[config.mk]
export PLATFORM = sky130hd
export DESIGN_NAME = sbcwd_core
export DESIGN_NICKNAME = d
export VERILOG_FILES = /design/src/hdl/sbcwd_pkg.sv /design/src/hdl/sbcwd_core.sv
export SDC_FILE = /design/constraint.sdc
export NUM_CORES = 1
export LEC_CHECK = 0
export ABC_AREA = 1
export BUFFER_PORTS_ARGS = -buffer_cell sky130_fd_sc_hd__buf_2
export CORE_MARGIN = 4
export CORE_UTILIZATION = 50
export DETAILED_ROUTE_END_ITERATION = 16
export PLACE_DENSITY_LB_ADDON = 0.3
export SYNTH_ARGS = -nofsm -noshare
export SYNTH_HDL_FRONTEND = slang
export SYNTH_SLANG_ARGS = --single-unit
[constraint.sdc]
create_clock -name clk_in -period 5.05 [get_ports clk_in]
set_input_delay 1.01 -clock clk_in [delete_from_list [all_inputs] [get_ports clk_in]]
set_output_delay 1.01 -clock clk_in [all_outputs]
set_load 0.03 [all_outputs]
[src/hdl/sbcwd_pkg.sv]
/*
 * sbcwd_pkg: shared constants and types of the watchdog init configuration block.
 * Assumes a 200 MHz system clock and 8-bit or 16-bit SPI frames already assembled upstream.
 */
package sbcwd_pkg;
    // frame layout: [15:14] access, [13:9] address, [8] parity, [7:0] data
    localparam logic [1:0] WR_ACCESS = 2'h1;
    localparam logic [4:0] CFG_ADDR = 5'h06;
    localparam logic [6:0] REFRESH_HDR = 7'h00;
    localparam logic [7:0] CFG_RESET = 8'h42;
    localparam logic [7:0] LFSR_SEED = 8'h5a;
    localparam logic [7:0] LFSR_TAPS = 8'hb8;
    // field positions inside the configuration byte
    localparam int B_DEADLINE = 7;
    localparam int B_OCSEL_HI = 6;
    localparam int B_OCSEL_LO = 5;
    localparam int B_SAFE = 4;
    localparam int B_SCHEME_HI = 3;
    localparam int B_SCHEME_LO = 2;
    localparam int B_WINDOW = 1;
    localparam int B_CRANK = 0;
    // timing
    localparam int CLK_MHZ = 200;
    localparam int OC_FILT_US = 100;
    localparam int OC_FILT_CYC = OC_FILT_US * CLK_MHZ;
    localparam int RST_PULSE_NS = 1000;
    localparam int RST_PULSE_CYC = (RST_PULSE_NS * CLK_MHZ + 999) / 1000;
    localparam int WD_PERIOD_US = 10000;
    localparam int WD_PERIOD_CYC = WD_PERIOD_US * CLK_MHZ;
    localparam logic [1:0] IRQ_FULL_PERIODS = 2'h2;

    typedef enum logic [1:0] {
        SCH_SIMPLE = 2'b00,
        SCH_ONE = 2'b01,
        SCH_TWO = 2'b10,
        SCH_FOUR = 2'b11
    } sbcwd_scheme_type;

    typedef enum logic [0:0] {
        RS_RUN = 1'b0,
        RS_PULSE = 1'b1
    } sbcwd_rst_state_type;
endpackage : sbcwd_pkg

[src/hdl/sbcwd_core.sv]
/*
 * sbcwd_core: watchdog init configuration register and the watchdog it steers.
 * Assumes frames arrive from the SPI receiver on clk_in as one-cycle strobes;
 * overcurrent and supply-low comparators are asynchronous and synchronised here.
 */
// Summary of operation
// - configuration register is writable only in initialisation mode.
// - written by 16-bit frame, address 0_0110 plus parity bit, data byte second.
// - deadline bit clear means no limit on reading the interrupt source.
// - deadline bit set: read within rest of period plus two periods, else fail.
// - low-power without watchdog, overcurrent select 00 or 01 ignores overcurrent.
// - low-power without watchdog, select 10: overcurrent over 100 us wakes.
// - low-power without watchdog, select 11: overcurrent over programmed time wakes.
// - low-power with watchdog, select 00 or 01 ignores overcurrent; refresh by SPI.
// - low-power with watchdog, select 10: overcurrent over 100 us wakes.
// - low-power with watchdog, select 11: short overcurrent refreshes, long one wakes.
// - fail-safe bit clear: fail-safe output falls with the first reset.
// - fail-safe bit set: fail-safe output falls at second consecutive reset.
// - scheme 00 is simple refresh, 8-bit or 16-bit frame accepted.
// - scheme 01 needs one 16-bit frame carrying the random code.
// - scheme 10 needs two coded 16-bit frames; only the pair refreshes.
// - scheme 11 needs four coded 16-bit frames; only the full set refreshes.
// - window bit clear: timeout mode, refresh accepted anywhere in period.
// - window bit set: refresh only in second half of the period.
// - crank bit clear: supply low turns main regulator off and resets.
// - crank bit set: main regulator stays on with supply low.
// - first-byte bit 0 is checked as parity on configuration writes only, when parity use is enabled.
`timescale 1ns/1ps
module sbcwd_core
    import sbcwd_pkg::*;
#(
    parameter int WD_PERIOD = WD_PERIOD_CYC,
    parameter int OC_FILT = OC_FILT_CYC,
    parameter int RST_PULSE = RST_PULSE_CYC
) (
    input wire logic clk_in,
    input wire logic sys_rst_in,
    input wire logic frame_valid_in,
    input wire logic frame_len16_in,
    input wire logic [15:0] frame_data_in,
    input wire logic parity_en_in,
    input wire logic init_mode_in,
    input wire logic low_power_regulator_on_mode_in,
    input wire logic wd_in_lp_in,
    input wire logic overcurrent_in,
    input wire logic supply_low_in,
    input wire logic [23:0] overcurrent_wake_time_in,
    input wire logic irq_event_in,
    input wire logic irq_read_in,
    output logic [7:0] cfg_out,
    output logic [7:0] random_code_out,
    output logic rst_n_out,
    output logic safe_n_out,
    output logic vdd_en_out,
    output logic wake_out
);
    if (WD_PERIOD < 4 || WD_PERIOD >= 2 ** 24 || OC_FILT < 2 || OC_FILT >= 2 ** 24
        || RST_PULSE < 1 || RST_PULSE >= 2 ** 16) begin : g_bad_param
        $error("sbcwd_core: parameter out of range");
    end

    localparam logic [23:0] PER_LAST = 24'(WD_PERIOD - 1);
    localparam logic [23:0] PER_HALF = 24'(WD_PERIOD / 2);
    localparam logic [23:0] OC_LAST = 24'(OC_FILT - 1);
    localparam logic [15:0] RST_LAST = 16'(RST_PULSE - 1);

    // odd parity over the whole frame when enabled
    function automatic logic parity_ok(input logic [15:0] f, input logic en);
        parity_ok = !en || (^f);
    endfunction : parity_ok

    // last frame index of a coded refresh sequence
    function automatic logic [1:0] seq_last(input sbcwd_scheme_type s);
        case (s)
            SCH_TWO: seq_last = 2'h1;
            SCH_FOUR: seq_last = 2'h3;
            default: seq_last = 2'h0;
        endcase
    endfunction : seq_last

    logic [1:0] sync1_r;
    logic [1:0] sync2_r;
    logic [7:0] cfg_r, cfg_nxt;
    logic [7:0] lfsr_r, lfsr_nxt;
    logic [7:0] code_r, code_nxt;
    logic [23:0] per_cnt_r, per_cnt_nxt;
    logic [1:0] seq_r, seq_nxt;
    logic irq_pend_r, irq_pend_nxt;
    logic [1:0] irq_ends_r, irq_ends_nxt;
    logic [23:0] oc_cnt_r, oc_cnt_nxt;
    logic oc_woke_r, oc_woke_nxt;
    sbcwd_rst_state_type st_r, st_nxt;
    logic [15:0] rcnt_r, rcnt_nxt;
    logic strike_r, strike_nxt;
    logic safe_n_r, safe_n_nxt;
    logic rst_n_r, rst_n_nxt;
    logic vdd_en_r, vdd_en_nxt;
    logic wake_r, wake_nxt;

    logic oc_s, vlow_s, wr_cfg, rf, wd_active, in_window, code_ok, crank_rst;
    logic bad, timeout, refresh_done, per_end, deadline_fail, fail, oc_refresh, lp_oc;
    sbcwd_scheme_type scheme;
    logic [1:0] oc_sel;

    assign oc_s = sync2_r[0];
    assign vlow_s = sync2_r[1];
    assign scheme = sbcwd_scheme_type'(cfg_r[B_SCHEME_HI:B_SCHEME_LO]);
    assign oc_sel = cfg_r[B_OCSEL_HI:B_OCSEL_LO];

    // frame decode and watchdog events
    always_comb begin
        wr_cfg = frame_valid_in && frame_len16_in && frame_data_in[15:14] == WR_ACCESS
            && frame_data_in[13:9] == CFG_ADDR && parity_ok(frame_data_in, parity_en_in)
            && init_mode_in;
        rf = frame_valid_in && frame_data_in[15:9] == REFRESH_HDR;
        wd_active = !init_mode_in && (!low_power_regulator_on_mode_in || wd_in_lp_in) && st_r == RS_RUN;
        in_window = !cfg_r[B_WINDOW] || per_cnt_r >= PER_HALF;
        code_ok = frame_len16_in && frame_data_in[7:0] == (code_r ^ {6'h00, seq_r});
        lp_oc = low_power_regulator_on_mode_in && oc_sel[1];
        // short overcurrent ending before the programmed time acts as a refresh
        oc_refresh = lp_oc && wd_in_lp_in && oc_sel[0] && !oc_s && oc_cnt_r != 24'h0000
            && !oc_woke_r && wd_active;
        bad = rf && wd_active && (!in_window || (scheme != SCH_SIMPLE && !code_ok));
        refresh_done = (rf && wd_active && in_window
            && (scheme == SCH_SIMPLE || (code_ok && seq_r == seq_last(scheme))))
            || oc_refresh;
        timeout = wd_active && per_cnt_r == PER_LAST && !refresh_done;
        per_end = timeout || refresh_done;
        deadline_fail = cfg_r[B_DEADLINE] && irq_pend_r && per_end
            && irq_ends_r == IRQ_FULL_PERIODS && !irq_read_in;
        fail = bad || timeout || deadline_fail;
        crank_rst = vlow_s && !cfg_r[B_CRANK];
    end

    // next state of registers, counters and outputs
    always_comb begin
        cfg_nxt = wr_cfg ? frame_data_in[7:0] : cfg_r;
        lfsr_nxt = {lfsr_r[6:0], ^(lfsr_r & LFSR_TAPS)};
        code_nxt = refresh_done ? lfsr_r : code_r; // fresh code after every good refresh
        per_cnt_nxt = (per_end || !wd_active) ? 24'h0000 : per_cnt_r + 24'h0001;
        seq_nxt = seq_r;
        if (!wd_active || refresh_done || bad || timeout) begin
            seq_nxt = 2'h0;
        end else if (rf && scheme != SCH_SIMPLE && code_ok) begin
            seq_nxt = seq_r + 2'h1;
        end
        // interrupt read deadline: a new event wins over a read in the same cycle
        irq_pend_nxt = irq_pend_r;
        irq_ends_nxt = irq_ends_r;
        if (irq_event_in && !irq_pend_r) begin
            irq_pend_nxt = 1'b1;
            irq_ends_nxt = 2'h0;
        end else if (irq_read_in || deadline_fail) begin
            irq_pend_nxt = irq_event_in;
            irq_ends_nxt = 2'h0;
        end else if (irq_pend_r && per_end && irq_ends_r != IRQ_FULL_PERIODS) begin
            irq_ends_nxt = irq_ends_r + 2'h1;
        end
        // overcurrent filter; limit is 100 us for 10, programmed time for 11
        oc_cnt_nxt = 24'h0000;
        oc_woke_nxt = 1'b0;
        wake_nxt = 1'b0;
        if (lp_oc && oc_s) begin
            oc_woke_nxt = oc_woke_r;
            oc_cnt_nxt = oc_cnt_r;
            if (!oc_woke_r && oc_cnt_r >= (oc_sel[0] ? overcurrent_wake_time_in : OC_LAST)) begin
                wake_nxt = 1'b1;
                oc_woke_nxt = 1'b1;
            end else if (!oc_woke_r) begin
                oc_cnt_nxt = oc_cnt_r + 24'h0001;
            end
        end
        // reset pulse sequencer
        st_nxt = st_r;
        rcnt_nxt = 16'h0000;
        strike_nxt = refresh_done ? 1'b0 : strike_r;
        safe_n_nxt = safe_n_r;
        case (st_r)
            RS_RUN: begin
                if (fail) begin
                    st_nxt = RS_PULSE;
                    strike_nxt = 1'b1;
                    if (!cfg_r[B_SAFE] || strike_r) begin
                        safe_n_nxt = 1'b0;
                    end
                end
            end
            RS_PULSE: begin
                rcnt_nxt = rcnt_r + 16'h0001;
                if (rcnt_r == RST_LAST) begin
                    st_nxt = RS_RUN;
                    rcnt_nxt = 16'h0000;
                end
            end
            default: st_nxt = RS_RUN;
        endcase
        rst_n_nxt = !(st_nxt == RS_PULSE || crank_rst);
        vdd_en_nxt = !crank_rst;
    end

    // registers; safe output stays low until the next system reset
    always_ff @(posedge clk_in) begin
        if (sys_rst_in) begin
            sync1_r <= 2'h0;
            sync2_r <= 2'h0;
            cfg_r <= CFG_RESET;
            lfsr_r <= LFSR_SEED;
            code_r <= LFSR_SEED;
            per_cnt_r <= 24'h0000;
            seq_r <= 2'h0;
            irq_pend_r <= 1'b0;
            irq_ends_r <= 2'h0;
            oc_cnt_r <= 24'h0000;
            oc_woke_r <= 1'b0;
            st_r <= RS_RUN;
            rcnt_r <= 16'h0000;
            strike_r <= 1'b0;
            safe_n_r <= 1'b1;
            rst_n_r <= 1'b1;
            vdd_en_r <= 1'b1;
            wake_r <= 1'b0;
        end else begin
            sync1_r <= {supply_low_in, overcurrent_in};
            sync2_r <= sync1_r;
            cfg_r <= cfg_nxt;
            lfsr_r <= lfsr_nxt;
            code_r <= code_nxt;
            per_cnt_r <= per_cnt_nxt;
            seq_r <= seq_nxt;
            irq_pend_r <= irq_pend_nxt;
            irq_ends_r <= irq_ends_nxt;
            oc_cnt_r <= oc_cnt_nxt;
            oc_woke_r <= oc_woke_nxt;
            st_r <= st_nxt;
            rcnt_r <= rcnt_nxt;
            strike_r <= strike_nxt;
            safe_n_r <= safe_n_nxt;
            rst_n_r <= rst_n_nxt;
            vdd_en_r <= vdd_en_nxt;
            wake_r <= wake_nxt;
        end
    end

    assign cfg_out = cfg_r;
    assign random_code_out = code_r;
    assign rst_n_out = rst_n_r;
    assign safe_n_out = safe_n_r;
    assign vdd_en_out = vdd_en_r;
    assign wake_out = wake_r;

    // checks
    property p_cfg_locked;
        @(posedge clk_in) disable iff (sys_rst_in) !init_mode_in |=> $stable(cfg_r);
    endproperty
    a_cfg_locked: assert property (p_cfg_locked) else $error("config changed outside init");
    property p_cfg_write;
        @(posedge clk_in) disable iff (sys_rst_in) wr_cfg |=> cfg_r == $past(frame_data_in[7:0]);
    endproperty
    a_cfg_write: assert property (p_cfg_write) else $error("config write lost");
    property p_no_deadline;
        @(posedge clk_in) disable iff (sys_rst_in) !cfg_r[B_DEADLINE] && st_r == RS_RUN
            && !bad && !timeout |=> st_r == RS_RUN;
    endproperty
    a_no_deadline: assert property (p_no_deadline) else $error("reset without cause");
    property p_deadline;
        @(posedge clk_in) disable iff (sys_rst_in) deadline_fail && st_r == RS_RUN
            |=> st_r == RS_PULSE && !rst_n_out;
    endproperty
    a_deadline: assert property (p_deadline) else $error("missed read gave no reset");
    property p_oc_ignored;
        @(posedge clk_in) disable iff (sys_rst_in) !oc_sel[1] |=> !wake_out;
    endproperty
    a_oc_ignored: assert property (p_oc_ignored) else $error("wake with overcurrent ignored");
    property p_oc_filter;
        @(posedge clk_in) disable iff (sys_rst_in) $rose(wake_out) && $past(oc_sel) == 2'b10
            |-> $past(oc_cnt_r) == OC_LAST;
    endproperty
    a_oc_filter: assert property (p_oc_filter) else $error("wake at wrong filter count");
    property p_safe_first;
        @(posedge clk_in) disable iff (sys_rst_in) fail && st_r == RS_RUN && !cfg_r[B_SAFE]
            |=> !safe_n_out && !rst_n_out;
    endproperty
    a_safe_first: assert property (p_safe_first) else $error("safe not low with first reset");
    property p_safe_second;
        @(posedge clk_in) disable iff (sys_rst_in) fail && st_r == RS_RUN && cfg_r[B_SAFE]
            && !strike_r && safe_n_r |=> safe_n_out && !rst_n_out;
    endproperty
    a_safe_second: assert property (p_safe_second) else $error("safe low on first reset");
    property p_early;
        @(posedge clk_in) disable iff (sys_rst_in) rf && wd_active && cfg_r[B_WINDOW]
            && per_cnt_r < PER_HALF |=> st_r == RS_PULSE;
    endproperty
    a_early: assert property (p_early) else $error("early refresh accepted");
    property p_crank;
        @(posedge clk_in) disable iff (sys_rst_in) vlow_s |=> vdd_en_out == $past(cfg_r[B_CRANK]);
    endproperty
    a_crank: assert property (p_crank) else $error("regulator wrong on low supply");
    c_refresh: cover property (@(posedge clk_in) disable iff (sys_rst_in) refresh_done && scheme == SCH_FOUR);
    c_timeout: cover property (@(posedge clk_in) disable iff (sys_rst_in) timeout);
    c_safe: cover property (@(posedge clk_in) disable iff (sys_rst_in) $fell(safe_n_out) && cfg_r[B_SAFE]);
endmodule : sbcwd_core

# After elaboration in Yosys (flattened, before gate mapping)
# Cells that the tools add are included.
[word_totals] out_inout_bits=20 regBits=104 elab_cells=133 input_bits=52
[op_classes] addsub=5 n_eq_ne=10 n_mux=11 order_cmp=2 reduce_logical=82 bitwise=5
[op_table] operator="$add A24 B1 Y24 const B" count=2
[op_table] operator="$logic_and A1 B1 Y1" count=36
[op_table] operator="$eq A24 B21 Y1 const B" count=1
[op_table] operator="$ge A24 B20 Y1 const B" count=1
[op_table] operator="$ge A24 B24 Y1" count=1
[op_table] operator="$mux W24" count=1
[op_table] operator="$reduce_bool A24 Y1" count=1
[op_table] operator="$add A16 B1 Y16 const B" count=1
[op_table] operator="$eq A16 B8 Y1 const B" count=1
[op_table] operator="$logic_not A1 Y1" count=16
[op_table] operator="$logic_or A1 B1 Y1" count=16
[op_table] operator="$reduce_xor A16 Y1" count=1
[op_table] operator="$eq A8 B8 Y1" count=1
[op_table] operator="$mux W1" count=8
[op_table] operator="$reduce_xor A8 Y1" count=1
[op_table] operator="$xor A8 B2 Y8" count=1
[op_table] operator="$logic_not A7 Y1" count=1
[op_table] operator="$eq A2 B2 Y1 const B" count=3
[op_table] operator="$reduce_or A2 Y1" count=3
[op_table] operator="$reduce_or A3 Y1" count=2
[op_table] operator="$eq A5 B3 Y1 const B" count=1
[op_table] operator="$add A2 B1 Y2 const B" count=2
[op_table] operator="$not A1 Y1" count=4
[op_table] operator="$pmux W2 S2" count=1
[op_table] operator="8 further kinds" count=9

# Logic depth before layout (Yosys ltp)
[depth] ltp_word=19 depth_mapped=16 mapped_depth_nobuf=16

# Least setup slack after synthesis
# Ideal clock, no wire load.
[synth_path] path_kind="input to register" start="input port overcurrent_wake_time_in[5]" end="register oc_cnt_r[1]" t_arrival_ps=2446 required_ps=4937 slack_ps=2492 cell_stages=11 setup_ps=113 path_buffers=1 path_cell_list="nand2_1 ha_1 a21oi_1 nor3_1 a211oi_1 a21oi_1 nor2_2 nand3_2 buf_4 nor2_1 nor2_1"
[synth_between] elab_chain_len=5
[synth_lines] item="start, declared" line_no="sbcwd_core.sv:47" text="input wire logic [23:0] overcurrent_wake_time_in,"
[synth_lines] item="$mux W24" line_no="sbcwd_core.sv:166" text="if (!oc_woke_r && oc_cnt_r >= (oc_sel[0] ? overcurrent_wake_time_in : OC_LAST)) begin"
[synth_lines] item="$ge A24 B24 Y1" line_no="sbcwd_core.sv:166"
[synth_lines] item="$logic_and A1 B1 Y1" line_no="sbcwd_core.sv:166"
[synth_lines] item="$not A1 Y1 (no source line)"
[synth_lines] item="$reduce_and A2 Y1 (no source line)"
[synth_lines] item="end signal, assigned" line_no="sbcwd_core.sv:232" text="oc_cnt_r <= oc_cnt_nxt;"
[synth_lines] item="end, declared" line_no="sbcwd_core.sv:90" text="logic [23:0] oc_cnt_r, oc_cnt_nxt;"
# Every way passes these cells.
# A chain may end at the register's enable or synchronous reset.

# Worst setup path after layout
[layout_path] start="register cfg_r[5], in the netlist cfg_out[5]" end="register oc_cnt_r[1]"
[layout_between] elab_chain_len=5
[layout_lines] item="start, declared" line_no="sbcwd_core.sv:83" text="logic [7:0] cfg_r, cfg_nxt;"
[layout_lines] item="start signal, assigned" line_no="sbcwd_core.sv:225" text="cfg_r <= cfg_nxt;"
[layout_lines] item="$mux W24" line_no="sbcwd_core.sv:166"
[layout_lines] item="$ge A24 B24 Y1" line_no="sbcwd_core.sv:166"
[layout_lines] item="$logic_and A1 B1 Y1" line_no="sbcwd_core.sv:166"
[layout_lines] item="$not A1 Y1 (no source line)"
[layout_lines] item="$reduce_and A2 Y1 (no source line)"
# Every way passes these cells.

==> impl_metrics.json <==
{
  "synth_cell_type_count": 42,
  "irDropWorstVdd_v": 0.000184,
  "fin_area_um2": 7120,
  "worstSetupPathType": "reg2reg",
  "n_antenna_cell": 0,
  "cts_hold_buffers": 0,
  "synthAdderAreaFrac_pct": 6.10,
  "grt_util_all_layers_pct": 20.2,
  "ys_async_sr_fraction_pct": 0,
  "synthDominantCellAreaShare_pct": 32.8,
  "ys_seq_area_share_pct": 32.8,
  "synth_area_um2": 6350,
  "cts.htree.levels": 3,
  "floorplan.core_area_um2": 12200,
  "globalplace.congestion": 0.983,
  "final.period_utilization_pct": 60.5,
  "hp-class": "reg2reg",
  "clock_latency_ns": 0.36,
  "first_global_vias": 5431,
  "avgSynthCellArea_um2": 7.06,
  "route.antenna.remaining_nets": 0,
  "dp_worst_setup_slack_ns": 1.72,
  "yosys_warnings": 0,
  "critical_path_arrival_ns": 3.31,
  "tns_ns": 0,
  "ios": 72,
  "grt_start_max_net_pins": 27,
  "dr.pass1.iters": 4,
  "timing.max_slew.rel_slack_pct": 37.5,
  "final-max-slew-violation-count": 0,
  "area_delta_synth_final_pct": 12.1,
  "setup_repair_after_global_routing_missed_its_margin": "no",
  "layout-drive-gt1-share_pct": 15.8,
  "synth_cells": 900,
  "yosys-top-cells-area": "sky130_fd_sc_hd__dfxtp_1 (33%), sky130_fd_sc_hd__nand2_1 (11%), sky130_fd_sc_hd__inv_1 (6.8%), sky130_fd_sc_hd__ha_1 (6.1%), sky130_fd_sc_hd__nor2_1 (5.8%)",
  "die_area_um2": 14600,
  "main_combinational_cell_family_by_area_after_synthesis": "simple AND/OR/NAND/NOR gates",
  "cts_made_buffers": 9,
  "vias": 5770,
  "fmax_mhz": 327,
  "grt_overflow": 0,
  "cts_root_buf": "sky130_fd_sc_hd__clkbuf_16",
  "worst_ep_required_time_ns": 5.30,
  "timing.critical_path.to_type": "register",
  "tritoncts_clock_tree": "yes",
  "fin_total_pwr_mw": 1.67,
  "synth_edf_count": 0,
  "synth_top_flop_cell": "sky130_fd_sc_hd__dfxtp_1",
  "detail_route.iter0.violations": 268,
  "cellPowerDensity_nw_per_um2": 235,
  "post-route-drc-count": 0,
  "layout_setup_ws_ns": 2.00,
  "drt_wl_total_mm": 14.2,
  "cts_resized": 0,
  "setup_viol": 0,
  "die_width_um": 121,
  "synth_simple_gate_area_share_pct": 36.4,
  "fin_crit_ns": 3.05,
  "static-leakage-power_nw": 2.96,
  "synth-xor-area-share_pct": 7.15,
  "dpl-instance-area_um2": 6810,
  "grt_pass1_wl_mm": 24.3,
  "drt-vias-per-instance": 5.08,
  "post-cts-setup-buffers": 0,
  "fp.dieH_um": 121,
  "placement.io_buffers": 71,
  "compound_gate_portion_of_the_synthesized_area_pct": 8.11,
  "post-synth-top-count-cell": "sky130_fd_sc_hd__nand2_1",
  "final.setup_skew_ns": 0.00769,
  "synth.area.mux_share_pct": 0,
  "cts_num_sinks": 104,
  "slew_of_the_pin_with_the_lowest_slew_margin_ns": 0.935,
  "timing.critical_path.fanout_max": 26,
  "postSynthNetCount": 983,
  "core.rowCount": 40,
  "final.fill_count": 1215,
  "cp-start-kind": "register",
  "floorplan.initialDensity_pct": 52.0,
  "status": "finished clean",
  "synth_commonest_cells": "sky130_fd_sc_hd__nand2_1 (186), sky130_fd_sc_hd__inv_1 (115), sky130_fd_sc_hd__dfxtp_1 (104)",
  "nNetsFinal": 1045,
  "clock_path_buffers": 2,
  "cap_violations": 0,
  "finalHoldViolations": 0,
  "synth_top_cell_by_area": "sky130_fd_sc_hd__dfxtp_1",
  "hpwl_mm": 10.7,
  "initial_antenna_violation_count": 0,
  "wire_per_inst_um": 12.5,
  "cts.reportedPaths.clkPinSlew_ns": 0.07,
  "synth_seq_cells": 104
}
==> sequential cells by signal (all words and copies together) (netlist names), 8 cells and up <==
name             count
lfsr_r               8
cfg_out              8
per_cnt_r           24
oc_cnt_r            24
rcnt_r              16
random_code_out      8
==> layer usage <==
| layer | GRT usage [%] | vias to the layer above | wire length, µm |
|---|---|---|---|
| li1 | - | 3057 | - |
| met1 | 25.6 | 2580 | 6770 |
| met2 | 34.4 | 113 | 6550 |
| met3 | 3.23 | 20 | 613 |
| met4 | 7.44 | 0 | 305 |
| met5 | 0 | - | 0 |
==> power by group <==
| part | total [mW] | switching [mW] | leakage (nW) | internal, mW |
|---|---|---|---|---|
| sequential | 0.833 | 0.00516 | 0.842 | 0.828 |
| clock | 0.744 | 0.348 | 0.153 | 0.397 |
| combinational | 0.0946 | 0.0516 | 1.97 | 0.0430 |
==> metrics by stage <==
stage	hold WS (ns)	util (%)	std cells
detailed placement	0.402	55.7	1119
floorplan	0.383	-	900
finish	0.414	58.3	1135
global placement	0.396	55.7	1119
global route	0.431	58.3	1135
CTS	0.417	58.3	1135
==> final timing paths <==
path	start	to	slack [ns]	depth (start not counted)
max reg2reg	cfg_out[5]	oc_cnt_r[1]	2.00	15
min reg2reg	sync1_r[1]	sync2_r[1]	0.41	2
max	cfg_out[5]	oc_cnt_r[1]	2.00	15
min	sync1_r[1]	sync2_r[1]	0.41	2
==> layout by cell type, fill, tap and decap left out, drive strengths merged, types with 22 or more instances in the layout <==
cell / instances
dfxtp: 104
xor2: 37
nand4: 43
inv: 126
nor3: 36
buf: 74
a21oi: 63
nand2: 195
o21ai: 22
ha: 31
nand3: 50
nor2: 110
==> layout make-up <==
cell class                 instances  area, µm²  area share [%]
inverter                         125        469            6.59
tap                              168        210            2.95
sequential                       104       2080            29.2
clock inverter                     7       90.1            1.26
timing repair buffer              74        378            5.30
multi-input combinational        648       3670            51.5
clock buffer                       9        225            3.16
==> worst max-delay path, stage by stage, from the launching register on <==
cell and delay (ns):
sky130_fd_sc_hd__dfxtp_1 0.31, sky130_fd_sc_hd__buf_4 0.23, sky130_fd_sc_hd__inv_1 0.24, sky130_fd_sc_hd__or2_2 0.34
sky130_fd_sc_hd__ha_1 0.17, sky130_fd_sc_hd__inv_1 0.05, sky130_fd_sc_hd__a21oi_1 0.05, sky130_fd_sc_hd__o31ai_1 0.23
sky130_fd_sc_hd__nand2_1 0.09, sky130_fd_sc_hd__a21oi_1 0.30, sky130_fd_sc_hd__nor2_2 0.07, sky130_fd_sc_hd__buf_4 0.22
sky130_fd_sc_hd__nand3_2 0.39, sky130_fd_sc_hd__nand2_1 0.11, sky130_fd_sc_hd__nand2_1 0.08, sky130_fd_sc_hd__nor2_1 0.04
==> kinds of logic after synthesis <==
kind of cell    Yosys count
xor+xnor                 51
flops                   104
buf+inv                 148
simple gates            472
compound gates           94
fa+ha+maj                31
No activity file was read; power rests on OpenSTA's default activity.
